**src/io_space_pkg.sv**
```systemverilog
// ==================================================================
// shared constants of the i/o register space
// ==================================================================
package io_space_pkg;

    // ==============================================================
    // address map
    // ==============================================================
    localparam logic [7:0] IO_DS_OFFSET     = 8'h20;
    localparam logic [7:0] EXT_BASE         = 8'h60;
    localparam logic [4:0] FLAG_IO_ADDR     = 5'h17;
    localparam logic [4:0] SCRATCH_IO_ADDR  = 5'h1e;
    localparam logic [7:0] T2_CTRL_A_ADDR   = 8'hb0;
    localparam logic [7:0] T2_CTRL_B_ADDR   = 8'hb1;
    localparam logic [7:0] T2_COUNT_ADDR    = 8'hb2;
    localparam logic [7:0] T2_CMP_A_ADDR    = 8'hb3;
    localparam logic [7:0] T2_CMP_B_ADDR    = 8'hb4;

    // ==============================================================
    // field layouts
    // ==============================================================
    localparam logic [7:0] FLAG_W1C_MASK    = 8'h07;
    localparam logic [7:0] SCRATCH_W1C_MASK = 8'h00;
    localparam logic [7:0] T2_CTRL_A_MASK   = 8'hf3;
    localparam logic [7:0] T2_CTRL_B_MASK   = 8'h0f;
    localparam int         T2_FORCE_A_BIT   = 7;
    localparam int         T2_FORCE_B_BIT   = 6;
    localparam int         FLAG_COUNT       = 3;

    // ==============================================================
    // values after reset
    // ==============================================================
    localparam logic [7:0] FLAG_RST         = 8'h00;
    localparam logic [7:0] SCRATCH_RST      = 8'h00;
    localparam logic [7:0] T2_REG_RST       = 8'h00;

endpackage

```
**src/bit_access_reg.sv**
```systemverilog
`timescale 1ns/1ps
// ==================================================================
// one low-range register with whole and single-bit access
// ==================================================================
module bit_access_reg
#(
    parameter logic [7:0] W1C_MASK = 8'h00,
    parameter logic [7:0] RST_VAL  = 8'h00
)
(
    // clock and reset
    input  wire logic       sys_clk_i,
    input  wire logic       rst_n_i,
    input  wire logic       ce_i,
    // whole-register write
    input  wire logic       wr_i,
    input  wire logic [7:0] wr_data_i,
    // single-bit access
    input  wire logic       bit_set_i,
    input  wire logic       bit_clr_i,
    input  wire logic [2:0] bit_sel_i,
    // hardware events
    input  wire logic [7:0] hw_set_i,
    // contents
    output logic      [7:0] value_o
);

    genvar i;
    generate
        for (i = 0; i < 8; i++)
        begin : g_bit
            logic bit_q;
            logic bit_d;
            logic hit;

            always_comb
            begin
                hit   = (bit_sel_i == 3'(i));
                bit_d = bit_q;
                if (W1C_MASK[i])
                begin
                    // one clears, set from hardware wins
                    if ((wr_i && wr_data_i[i]) || (bit_set_i && hit))
                        bit_d = 1'b0;
                    if (hw_set_i[i])
                        bit_d = 1'b1;
                end
                else
                begin
                    if (wr_i)
                        bit_d = wr_data_i[i];
                    if (bit_set_i && hit)
                        bit_d = 1'b1;
                    if (bit_clr_i && hit)
                        bit_d = 1'b0;
                end
            end

            always_ff @(posedge sys_clk_i or negedge rst_n_i)
            begin
                if (!rst_n_i)
                    bit_q <= RST_VAL[i];
                else if (ce_i)
                    bit_q <= bit_d;
            end

            assign value_o[i] = bit_q;
        end
    endgenerate

endmodule // bit_access_reg

```
**src/io_register_space_decode.sv**
```systemverilog
`timescale 1ns/1ps
module io_register_space_decode
(
    // clock, reset, enable
    input  wire logic                   sys_clk_i,
    input  wire logic                   rst_n_i,
    input  wire logic                   ce_i,
    // short i/o-port access
    input  wire logic                   io_rd_i,
    input  wire logic                   io_wr_i,
    input  wire logic [5:0]             io_addr_i,
    // data-space access
    input  wire logic                   ds_rd_i,
    input  wire logic                   ds_wr_i,
    input  wire logic [7:0]             ds_addr_i,
    // single-bit access
    input  wire logic                   bit_set_instruction_i,
    input  wire logic                   bit_clear_instruction_i,
    input  wire logic                   skip_if_bit_set_instruction_i,
    input  wire logic                   skip_if_bit_clear_instruction_i,
    input  wire logic [4:0]             bit_addr_i,
    input  wire logic [2:0]             bit_sel_i,
    // write data and events
    input  wire logic [7:0]             wr_data_i,
    input  wire logic [io_space_pkg::FLAG_COUNT-1:0] flag_event_i,
    // answers to the core
    output logic      [7:0]             rd_data_o,
    output logic                        rd_valid_o,
    output logic                        skip_o,
    output logic                        test_valid_o,
    output logic                        access_err_o,
    // register contents
    output logic      [7:0]             flags_o,
    output logic      [7:0]             scratch_o,
    output logic      [7:0]             timer2_control_a_o,
    output logic      [7:0]             timer2_control_b_o,
    output logic      [7:0]             timer2_count_value_o,
    output logic      [7:0]             timer2_compare_a_value_o,
    output logic      [7:0]             timer2_compare_b_value_o,
    output logic                        timer2_force_a_o,
    output logic                        timer2_force_b_o
);
    import io_space_pkg::*;

    // ==============================================================
    // request decode
    // ==============================================================
    logic [2:0] req_cnt;
    logic       one_req;
    logic       any_rd;
    logic       any_wr;
    logic       any_test;
    logic [7:0] ds_a;
    logic       bit_op;
    logic [7:0] flag_val;
    logic [7:0] scratch_val;
    logic [7:0] rd_mux;

    always_comb
    begin
        req_cnt = 3'({2'b00, io_rd_i}) + 3'({2'b00, io_wr_i}) + 3'({2'b00, ds_rd_i})
                + 3'({2'b00, ds_wr_i}) + 3'({2'b00, bit_set_instruction_i})
                + 3'({2'b00, bit_clear_instruction_i})
                + 3'({2'b00, skip_if_bit_set_instruction_i})
                + 3'({2'b00, skip_if_bit_clear_instruction_i});
        one_req  = (req_cnt == 3'd1);
        any_test = skip_if_bit_set_instruction_i || skip_if_bit_clear_instruction_i;
        bit_op   = bit_set_instruction_i || bit_clear_instruction_i || any_test;
        any_rd   = one_req && (io_rd_i || ds_rd_i);
        any_wr   = one_req && (io_wr_i || ds_wr_i);
        // every path ends in one data-space address
        if (ds_rd_i || ds_wr_i)
            ds_a = ds_addr_i;
        else if (bit_op)
            ds_a = {3'b000, bit_addr_i} + IO_DS_OFFSET;
        else
            ds_a = {2'b00, io_addr_i} + IO_DS_OFFSET;
    end

    // ==============================================================
    // low-range bit-accessible registers
    // ==============================================================
    logic flag_hit;
    logic scratch_hit;

    assign flag_hit    = one_req && (ds_a == ({3'b000, FLAG_IO_ADDR} + IO_DS_OFFSET));
    assign scratch_hit = one_req && (ds_a == ({3'b000, SCRATCH_IO_ADDR} + IO_DS_OFFSET));

    bit_access_reg
    #(
        .W1C_MASK (FLAG_W1C_MASK),
        .RST_VAL  (FLAG_RST)
    )
    u_flags
    (
        .sys_clk_i (sys_clk_i),
        .rst_n_i   (rst_n_i),
        .ce_i      (ce_i),
        // reserved flag bits never take a write or a bit op
        .wr_i      (flag_hit && any_wr),
        .wr_data_i (wr_data_i & FLAG_W1C_MASK),
        .bit_set_i (flag_hit && bit_set_instruction_i && FLAG_W1C_MASK[bit_sel_i]),
        .bit_clr_i (flag_hit && bit_clear_instruction_i && FLAG_W1C_MASK[bit_sel_i]),
        .bit_sel_i (bit_sel_i),
        .hw_set_i  ({{(8-FLAG_COUNT){1'b0}}, flag_event_i}),
        .value_o   (flag_val)
    );

    bit_access_reg
    #(
        .W1C_MASK (SCRATCH_W1C_MASK),
        .RST_VAL  (SCRATCH_RST)
    )
    u_scratch
    (
        .sys_clk_i (sys_clk_i),
        .rst_n_i   (rst_n_i),
        .ce_i      (ce_i),
        .wr_i      (scratch_hit && any_wr),
        .wr_data_i (wr_data_i),
        .bit_set_i (scratch_hit && bit_set_instruction_i),
        .bit_clr_i (scratch_hit && bit_clear_instruction_i),
        .bit_sel_i (bit_sel_i),
        .hw_set_i  (8'h00),
        .value_o   (scratch_val)
    );

    // ==============================================================
    // timer2 register file
    // ==============================================================
    logic [7:0] ctrl_a_q, ctrl_a_d;
    logic [7:0] ctrl_b_q, ctrl_b_d;
    logic [7:0] count_q, count_d;
    logic [7:0] cmp_a_q, cmp_a_d;
    logic [7:0] cmp_b_q, cmp_b_d;
    logic       force_a_q, force_a_d;
    logic       force_b_q, force_b_d;

    always_comb
    begin
        ctrl_a_d  = ctrl_a_q;
        ctrl_b_d  = ctrl_b_q;
        count_d   = count_q;
        cmp_a_d   = cmp_a_q;
        cmp_b_d   = cmp_b_q;
        force_a_d = 1'b0;
        force_b_d = 1'b0;
        // only data-space stores reach here
        if (one_req && ds_wr_i)
        begin
            unique case (ds_addr_i)
                T2_CTRL_A_ADDR: ctrl_a_d = wr_data_i & T2_CTRL_A_MASK;
                T2_CTRL_B_ADDR:
                begin
                    ctrl_b_d  = wr_data_i & T2_CTRL_B_MASK;
                    force_a_d = wr_data_i[T2_FORCE_A_BIT];
                    force_b_d = wr_data_i[T2_FORCE_B_BIT];
                end
                T2_COUNT_ADDR:  count_d = wr_data_i;
                T2_CMP_A_ADDR:  cmp_a_d = wr_data_i;
                T2_CMP_B_ADDR:  cmp_b_d = wr_data_i;
                default:        ;
            endcase
        end
    end

    always_ff @(posedge sys_clk_i or negedge rst_n_i)
    begin
        if (!rst_n_i)
        begin
            ctrl_a_q  <= T2_REG_RST;
            ctrl_b_q  <= T2_REG_RST;
            count_q   <= T2_REG_RST;
            cmp_a_q   <= T2_REG_RST;
            cmp_b_q   <= T2_REG_RST;
            force_a_q <= 1'b0;
            force_b_q <= 1'b0;
        end
        else if (ce_i)
        begin
            ctrl_a_q  <= ctrl_a_d;
            ctrl_b_q  <= ctrl_b_d;
            count_q   <= count_d;
            cmp_a_q   <= cmp_a_d;
            cmp_b_q   <= cmp_b_d;
            force_a_q <= force_a_d;
            force_b_q <= force_b_d;
        end
    end

    // ==============================================================
    // read path and answers
    // ==============================================================
    logic [7:0] rd_data_q, rd_data_d;
    logic       rd_valid_q, rd_valid_d;
    logic       skip_q, skip_d;
    logic       test_valid_q, test_valid_d;
    logic       err_q, err_d;

    always_comb
    begin
        // force strobes and reserved bits read zero
        if (flag_hit)
            rd_mux = flag_val;
        else if (scratch_hit)
            rd_mux = scratch_val;
        else if (ds_a == T2_CTRL_A_ADDR)
            rd_mux = ctrl_a_q;
        else if (ds_a == T2_CTRL_B_ADDR)
            rd_mux = ctrl_b_q;
        else if (ds_a == T2_COUNT_ADDR)
            rd_mux = count_q;
        else if (ds_a == T2_CMP_A_ADDR)
            rd_mux = cmp_a_q;
        else if (ds_a == T2_CMP_B_ADDR)
            rd_mux = cmp_b_q;
        else
            rd_mux = 8'h00;
        rd_data_d    = any_rd ? rd_mux : rd_data_q;
        rd_valid_d   = any_rd;
        test_valid_d = one_req && any_test;
        skip_d       = 1'b0;
        if (one_req && skip_if_bit_set_instruction_i)
            skip_d = rd_mux[bit_sel_i];
        else if (one_req && skip_if_bit_clear_instruction_i)
            skip_d = ~rd_mux[bit_sel_i];
        err_d        = (req_cnt > 3'd1);
    end

    always_ff @(posedge sys_clk_i or negedge rst_n_i)
    begin
        if (!rst_n_i)
        begin
            rd_data_q    <= 8'h00;
            rd_valid_q   <= 1'b0;
            skip_q       <= 1'b0;
            test_valid_q <= 1'b0;
            err_q        <= 1'b0;
        end
        else if (ce_i)
        begin
            rd_data_q    <= rd_data_d;
            rd_valid_q   <= rd_valid_d;
            skip_q       <= skip_d;
            test_valid_q <= test_valid_d;
            err_q        <= err_d;
        end
    end

    assign rd_data_o                = rd_data_q;
    assign rd_valid_o               = rd_valid_q;
    assign skip_o                   = skip_q;
    assign test_valid_o             = test_valid_q;
    assign access_err_o             = err_q;
    assign flags_o                  = flag_val;
    assign scratch_o                = scratch_val;
    assign timer2_control_a_o       = ctrl_a_q;
    assign timer2_control_b_o       = ctrl_b_q;
    assign timer2_count_value_o     = count_q;
    assign timer2_compare_a_value_o = cmp_a_q;
    assign timer2_compare_b_value_o = cmp_b_q;
    assign timer2_force_a_o         = force_a_q;
    assign timer2_force_b_o         = force_b_q;

endmodule // io_register_space_decode

```
**config.mk**
```make
export PLATFORM = sky130hd
export DESIGN_NAME = io_register_space_decode
export DESIGN_NICKNAME = d
export VERILOG_FILES = /design/src/io_space_pkg.sv /design/src/bit_access_reg.sv /design/src/io_register_space_decode.sv
export SDC_FILE = /design/constraint.sdc
export NUM_CORES = 1
export LEC_CHECK = 0
export ABC_CLOCK_PERIOD_IN_PS = 2100
export BUFFER_PORTS_ARGS = -buffer_cell sky130_fd_sc_hd__clkbuf_2
export CAP_MARGIN = 30
export CORE_UTILIZATION = 42
export CTS_CLUSTER_DIAMETER = 150
export DETAILED_ROUTE_END_ITERATION = 8
export PLACE_DENSITY = 0.66
export SYNTH_ARGS = -nofsm -noshare
export SYNTH_HDL_FRONTEND = slang
export SYNTH_HIERARCHICAL = 1
export SYNTH_SLANG_ARGS = --single-unit
```
**constraint.sdc**
```tcl
create_clock -name sys_clk_i -period 2.1 [get_ports sys_clk_i]
set_input_delay 0 -clock sys_clk_i [delete_from_list [all_inputs] [get_ports sys_clk_i]]
set_output_delay 0 -clock sys_clk_i [all_outputs]
set_load 0.05 [all_outputs]
```
==> flow_summary.toml, run 1 <==
[run_status]
status = "finished, violations left"
violations = "setup timing"

[die]
ios = 114
core_um2 = 9730
die_area_um2 = 10400
start_util_pct = 43.2
die_w_um = 102
die_h_um = 102
rows = 36

[cells_and_area]
synthToLayoutAreaGrowth_pct = 45.8
fin_nets = 634
n_antenna_cell = 0
postLayoutCellArea_um2 = 6120
layout-drive-gt1-share_pct = 54.8

[synthesis]
synthAdderAreaFrac_pct = 2.50
netlist.area_leader.share_pct = 38.1
synthDistinctLibCells = 75
syn_avg_cell_area_um2 = 10.4
yosys-top-cells-count = "dfrtp_1, mux2_2, nand2_1"
synth_edf_count = 0
synth_top_area_cell = "dfrtp_1"
synth_top_family_by_area = "simple AND/OR/NAND/NOR gates"
synth-simple-area-share_pct = 17.5
synth-async-reset-ratio_pct = 100
yosysMostFrequentCell = "dfrtp_1"
synthXorXnorAreaFrac_pct = 0.209
ys_ff_latch = 64
synth_compound_area_share_pct = 17.4
synth_mux_area_share_pct = 14.7
ys_seq_area_share_pct = 38.1
ys.warnings.count = 6
yosys-top-cells-area = "dfrtp_1, mux2_2, buf_4"
syn-cell-area_um2 = 4200
synthCells = 404
synth_top_flop_cell = "dfrtp_1"

[routing]
met1Wirelength_mm = 5.61
via_count = 3949
route.met2.wl_mm = 6.50
drt-total-wl_mm = 13.1
dr.pass1.iters = 4
drtIter0Drc = 178
vias_per_cell = 5.47
top_layer = "met4"
wl_met3_um = 602
route.detailed.drc = 0
ant_nets = 0
post_drt_wl_per_cell_um = 18.1

[timing]
setup_slack_ns = -1.64
period_needed_ns = 3.74
max_freq_mhz = 267
hold_violations = 0
finalSetupViolations = 64
rsz0062_at_grt = "true"
fin_tns_setup_ns = -86.56
clock_skew_ns = 0.0112
finalCritPeriodShare_pct = 178
slew_violations = 0

[clock_tree]
cts_buffers = 9
cts_tree = "built"
clk_pin_slew_ns = 0.09
cts.sink_count = 64
root_buffer = "clkbuf_8"
max-clock-path-buffers = 2
htreeDepth = 3
clk_latency_ns = 0.35

[global_routing]
grt.overflow.total = 0
grt.total_usage_pct = 24.9
grt_pass1_wl_mm = 19.6
grt_pass1_vias = 3870
grt_max_degree = 65
grt_antenna_before_repair = 0

[power]
ir_worst_vdd_v = 0.000476
power_uw = 3860
powerDensity_nw_per_um2 = 630
power_leakage_uw = 0.00300

[placement]
placed_cell_area_um2 = 5320
io_buffer_count = 107
gp_congestion = 0.862
dpl.hpwl_mm = 9.03

[worst_setup_path]
start_kind = "input port"
critPathKind = "in -> reg"
startpoint = "ds_wr_i"
rr_startpoint = "timer2_compare_a_value_o[0]"
r2r_cells = 8
crit_path_max_fanout = 4
endpoint = "skip_o"
critPathArrivalTime_ns = 3.97
cp-end-kind = "flop"
rrSetupSlack_ns = -0.13
crit_required_ns = 2.33
reg2reg_to = "skip_o"

[flow_run]
maxCapViolCount = 0

[hold_path]
hold_path_depth = 2
worstHoldStart = "wr_data_i[1]"
min_path_type = "in -> reg"
-- where the power goes --
group          switching [µW]  total (µW)  leakage, µW  internal [µW]
Sequential               64.5        1380     0.000816           1310
Combinational             715        1100      0.00206            386
Clock                     578        1380     0.000125            804
-- area by class of cell --
cell class	instances	area (µm²)
tap	133	166
clock buffer	9	124
clock inverter	7	125
sequential	64	1600
inverter	30	125
multi-input combinational	281	2600
timing repair buffer	198	1380
fill	807	3610
-- worst max-delay path, cell delays in order --
cell	delay (ns)
buf_8	0.08
inv_4	0.03
fa_1	0.54
fa_1	0.43
fa_1	0.44
inv_1	0.08
ha_2	0.17
inv_2	0.04
fa_2	0.36
xor2_2	0.20
nand4_1	0.18
o22ai_4	0.21
and3_4	0.26
buf_6	0.12
a221o_1	0.18
mux2i_2	0.10
a221oi_2	0.29
and2b_1	0.17
o221ai_2	0.08
-- metrics by stage --
step | worst slack [ns] | instances | hold slack, ns | utilization, %
after global routing | -1.75 | 722 | 0.0533 | 62.9
after CTS | -1.69 | 718 | 0.0125 | 60.4
after global placement | -1.90 | 683 | 0.0506 | 54.6
final | -1.64 | 722 | 0.0596 | 62.9
after floorplan | -1.73 | 414 | -0.296 | -
after detailed placement | -2.08 | 683 | 0.0523 | 54.6
-- sequential cells by signal, summed over array words and instances (netlist names) --
name,cells
rd_data_o,8
timer2_compare_a_value_o,8
timer2_compare_b_value_o,8
timer2_count_value_o,8
u_flags/g_bit.bit_q,8
u_scratch/g_bit.bit_q,8
timer2_control_a_o,6
timer2_control_b_o,4
access_err_o,1
rd_valid_o,1
skip_o,1
test_valid_o,1
timer2_force_a_o,1
timer2_force_b_o,1
-- cell usage in the layout (no fill, tap or decap), types with 4 or more instances in the layout --
cell type,instances
mux2_2,24
a22o_1,6
a31oi_1,5
nand2b_1,11
a32o_1,6
nand2_2,4
mux2_4,15
o22ai_1,6
o21ai_2,8
nor4_4,4
a21oi_1,5
nand2_1,28
nor2_4,4
o21ai_1,6
conb_1,11
mux2i_1,13
clkbuf_2,104
clkbuf_8,9
dfrtp_1,64
nand2_4,5
nor2_1,9
and4b_1,4
buf_4,61
and4bb_2,5
o21ai_0,9
dlygate4sd3_1,10
buf_6,18
and3_4,5
inv_1,25
-- metal layers --
metal	vias up	track usage, %
met4	0	7.47
met5	-	0
met3	28	4.92
met1	1957	31.3
li1	1822	-
met2	142	43.3
-- repair_timing --
item	CTS	global route
setup endpoints to repair	64	64
pin swaps	20	29
cloned	0	1
buffers inserted	10	8
hold buffers	10	0
endpoints found under the hold margin	92	0
resized for setup	40	52
-- logic make-up (layout without fill, tap and decap cells) --
logic type      after synthesis  after routing
mux                          55             55
simple gates                115            115
buf+inv                      69            244
xor+xnor                      1              1
compound gates               93             93
flops                        64             64
fa+ha+maj                     6              6
other cells                   1             11
-- worst min-delay path by stage --
stage                                        endpoint
final                         timer2_count_value_o[1]
after global routing            timer2_control_a_o[0]
after CTS                 timer2_compare_b_value_o[0]
after detailed placement       u_flags/g_bit[0].bit_q
after global placement                   rd_data_o[1]
after floorplan                          access_err_o
No activity file was read; power rests on OpenSTA's default activity.
==> inputs of run 2 (changes only) <==
--- a/config.mk
+++ b/config.mk
@@ -5,6 +5,7 @@
 export SDC_FILE = /design/constraint.sdc
 export NUM_CORES = 1
 export LEC_CHECK = 0
+export ABC_AREA = 1
 export ABC_CLOCK_PERIOD_IN_PS = 2100
 export BUFFER_PORTS_ARGS = -buffer_cell sky130_fd_sc_hd__clkbuf_2
 export CAP_MARGIN = 30
==> run 2 against run 1 <==
Net effect:
- the run still ends with setup timing left
- synthesized cell count grew 57%
- die area grew 5.2%
- sequential cell count is the same
- critical path depth grew 5
- total power shrank 15%
- critical endpoint unchanged
==> flow_summary.toml, run 2 <==
[routing]
drt-total-wl_mm = 14.5
vias_per_cell = 5.22
via_count = 4949
ant_nets = 0
dr.pass1.iters = 6
route.detailed.drc = 0
post_drt_wl_per_cell_um = 15.3
drtIter0Drc = 372

[hold_path]
worstHoldStart = "wr_data_i[3]"
min_path_type = "in -> reg"

[placement]
io_buffer_count = 107
gp_congestion = 0.949
dp_cells = 908
dpl.hpwl_mm = 10.2

[synthesis]
yosys-top-cells-count = "nand2_1, nand3_1, inv_1"
syn_avg_cell_area_um2 = 6.97
synth_top_flop_cell = "dfrtp_1"
synth_edf_count = 0
ys_ff_latch = 64
synthDistinctLibCells = 38
yosysMostFrequentCell = "nand2_1"
netlist.area_leader.share_pct = 36.2
ys.warnings.count = 6
synth-async-reset-ratio_pct = 100
ys_seq_area_share_pct = 36.2
syn-cell-area_um2 = 4420
synth_top_area_cell = "dfrtp_1"
synthCells = 635
yosys-top-cells-area = "dfrtp_1, nand2_1, nand3_1"

[cells_and_area]
layout-drive-gt1-share_pct = 35.7
fin_util_pct = 60.2
synthToLayoutAreaGrowth_pct = 39.9
n_antenna_cell = 0
layout.cells.non_filler = 948
final_cell_mix = "nand2_1, clkbuf_2, dfrtp_1"
fin_nets = 858
final_common_cell = "nand2_1"

[clock_tree]
clk_pin_slew_ns = 0.08
cts_buffers = 9
htreeDepth = 3
cts_tree = "built"
max-clock-path-buffers = 2
cts.sink_count = 64
root_buffer = "clkbuf_8"
clk_latency_ns = 0.36

[global_routing]
grt.overflow.total = 0
grt_pass1_wl_mm = 22.1
grt.total_usage_pct = 25.7
grt_max_degree = 35
grt_antenna_before_repair = 0
grt_pass1_vias = 4487

[worst_setup_path]
critPathArrivalTime_ns = 3.80
startpoint = "io_wr_i"
start_kind = "input port"
crit_required_ns = 2.34
critPathKind = "in -> reg"
cp-end-kind = "flop"
crit_path_max_fanout = 6
rr_startpoint = "timer2_control_b_o[3]"

[timing]
max_freq_mhz = 281
fin_tns_setup_ns = -76.56
rsz0062_at_grt = "true"
clock_skew_ns = 0.0110
setup_slack_ns = -1.46
period_needed_ns = 3.56
hold_violations = 0
finalCritPeriodShare_pct = 170
timing.hold.ws_ns = 0.0158
slew_headroom_pct = 51.9
finalSetupViolations = 64
tightest_slew_ns = 0.715
slew_violations = 0

[power]
p_seq_share_pct = 40.6
p_switching_uw = 1210
clockPowerShare_pct = 28.7
power_frac_comb_pct = 30.7
ir_worst_vdd_v = 0.000378
power_leakage_uw = 0.00340
p_int_uw = 2060
p_sw_share_pct = 37.0
powerDensity_nw_per_um2 = 529

[die]
start_util_pct = 43.0
die_h_um = 105
ios = 114
die_w_um = 105
die_area_um2 = 10900
rows = 37
core_um2 = 10300

[run_status]
status = "finished, violations left"
violations = "setup timing"

[flow_run]
maxCapViolCount = 0
==> run 2: changes by cell type after synthesis, moves of 11 or more <==
cell      change
inv_1        +39
mux2_2       -37
nor2_1       +19
nand4_1      +29
nand2b_1     -11
mux2i_1      -15
o21ai_0      +22
nand2_1     +171
nand3_1      +75
==> run 2: cells by family after synthesis <==
family	Yosys count	share of synthesized area, %
adders and majority gates	6	2.38
AOI/OAI and AO/OA	54	6.53
DFF	64	36.2
other	1	0.0848
buffers and inverters	117	13.1
and+or+nand+nor	393	41.7
==> run 2: metrics by stage <==
stage	area (µm²)	worst slack [ns]	total power (µW)
5_1_grt	6190	-1.62	3420
3_5_place_dp	5450	-1.88	2200
4_1_cts	5850	-1.44	3170
2_1_floorplan	4550	-1.60	1900
6_report	6190	-1.46	3280
3_3_place_gp	5450	-1.75	2190
==> run 2: cell type report <==
class,count,area (µm²)
clock buffers,9,124
repair inverters,2,10.0
repair buffers,190,1360
inverters,76,304
clock inverters,6,37.5
fillers,943,4090
flip-flops and latches,64,1600
multi-input cells,465,2580
well taps,136,170
==> run 2: repair_timing <==
action,in CTS,in global routing
hold buffers,6,0
pin swaps,13,13
setup endpoints to repair,64,64
cloned,5,4
gates resized for setup,43,63
hold endpoints to repair,21,0
setup buffers,0,10
==> run 2: per-layer routing <==
layer	GRT usage, %	wire length (µm)
met1	32.4	5810
met2	45.2	7460
met3	4.12	929
met4	7.55	275
met5	0	0
==> run 2: critical path: stages <==
cell     delay (ns)
buf_8          0.07
inv_4          0.03
fa_1           0.56
fa_1           0.45
fa_1           0.44
inv_1          0.07
ha_2           0.16
inv_2          0.04
fa_2           0.53
nand2_2        0.06
nor2_4         0.11
inv_2          0.06
nor3_4         0.21
nand2_4        0.11
buf_6          0.15
or2_0          0.21
nand2_2        0.09
nor2_1         0.04
nor2_1         0.10
nand2_1        0.07
nand3_1        0.07
nand2_1        0.05
nand2_1        0.06
nand2_1        0.06
==> run 2: worst paths after layout <==
path / to / slack (ns) / depth (start not counted)
worst max-delay path: skip_o / -1.46 / 24
worst min-delay path: timer2_count_value_o[3] / 0.02 / 3
worst max register to register: skip_o / 0.50 / 11
worst min register to register: rd_data_o[0] / 0.49 / 2
max in group asynchronous: u_flags/g_bit[1].bit_q / 1.28 / 3
min in group asynchronous: timer2_compare_b_value_o[6] / 0.11 / 2
==> run 2: power groups by stage <==
| stage | combinational [µW] | sequential, µW | clock (µW) |
|---|---|---|---|
| after CTS | 884 | 1330 | 954 |
| final | 1010 | 1330 | 940 |
| after global routing | 1080 | 1330 | 1010 |
| after floorplan | 424 | 1480 | 0 |
| after global placement | 835 | 1350 | 0 |
| after detailed placement | 853 | 1350 | 0 |
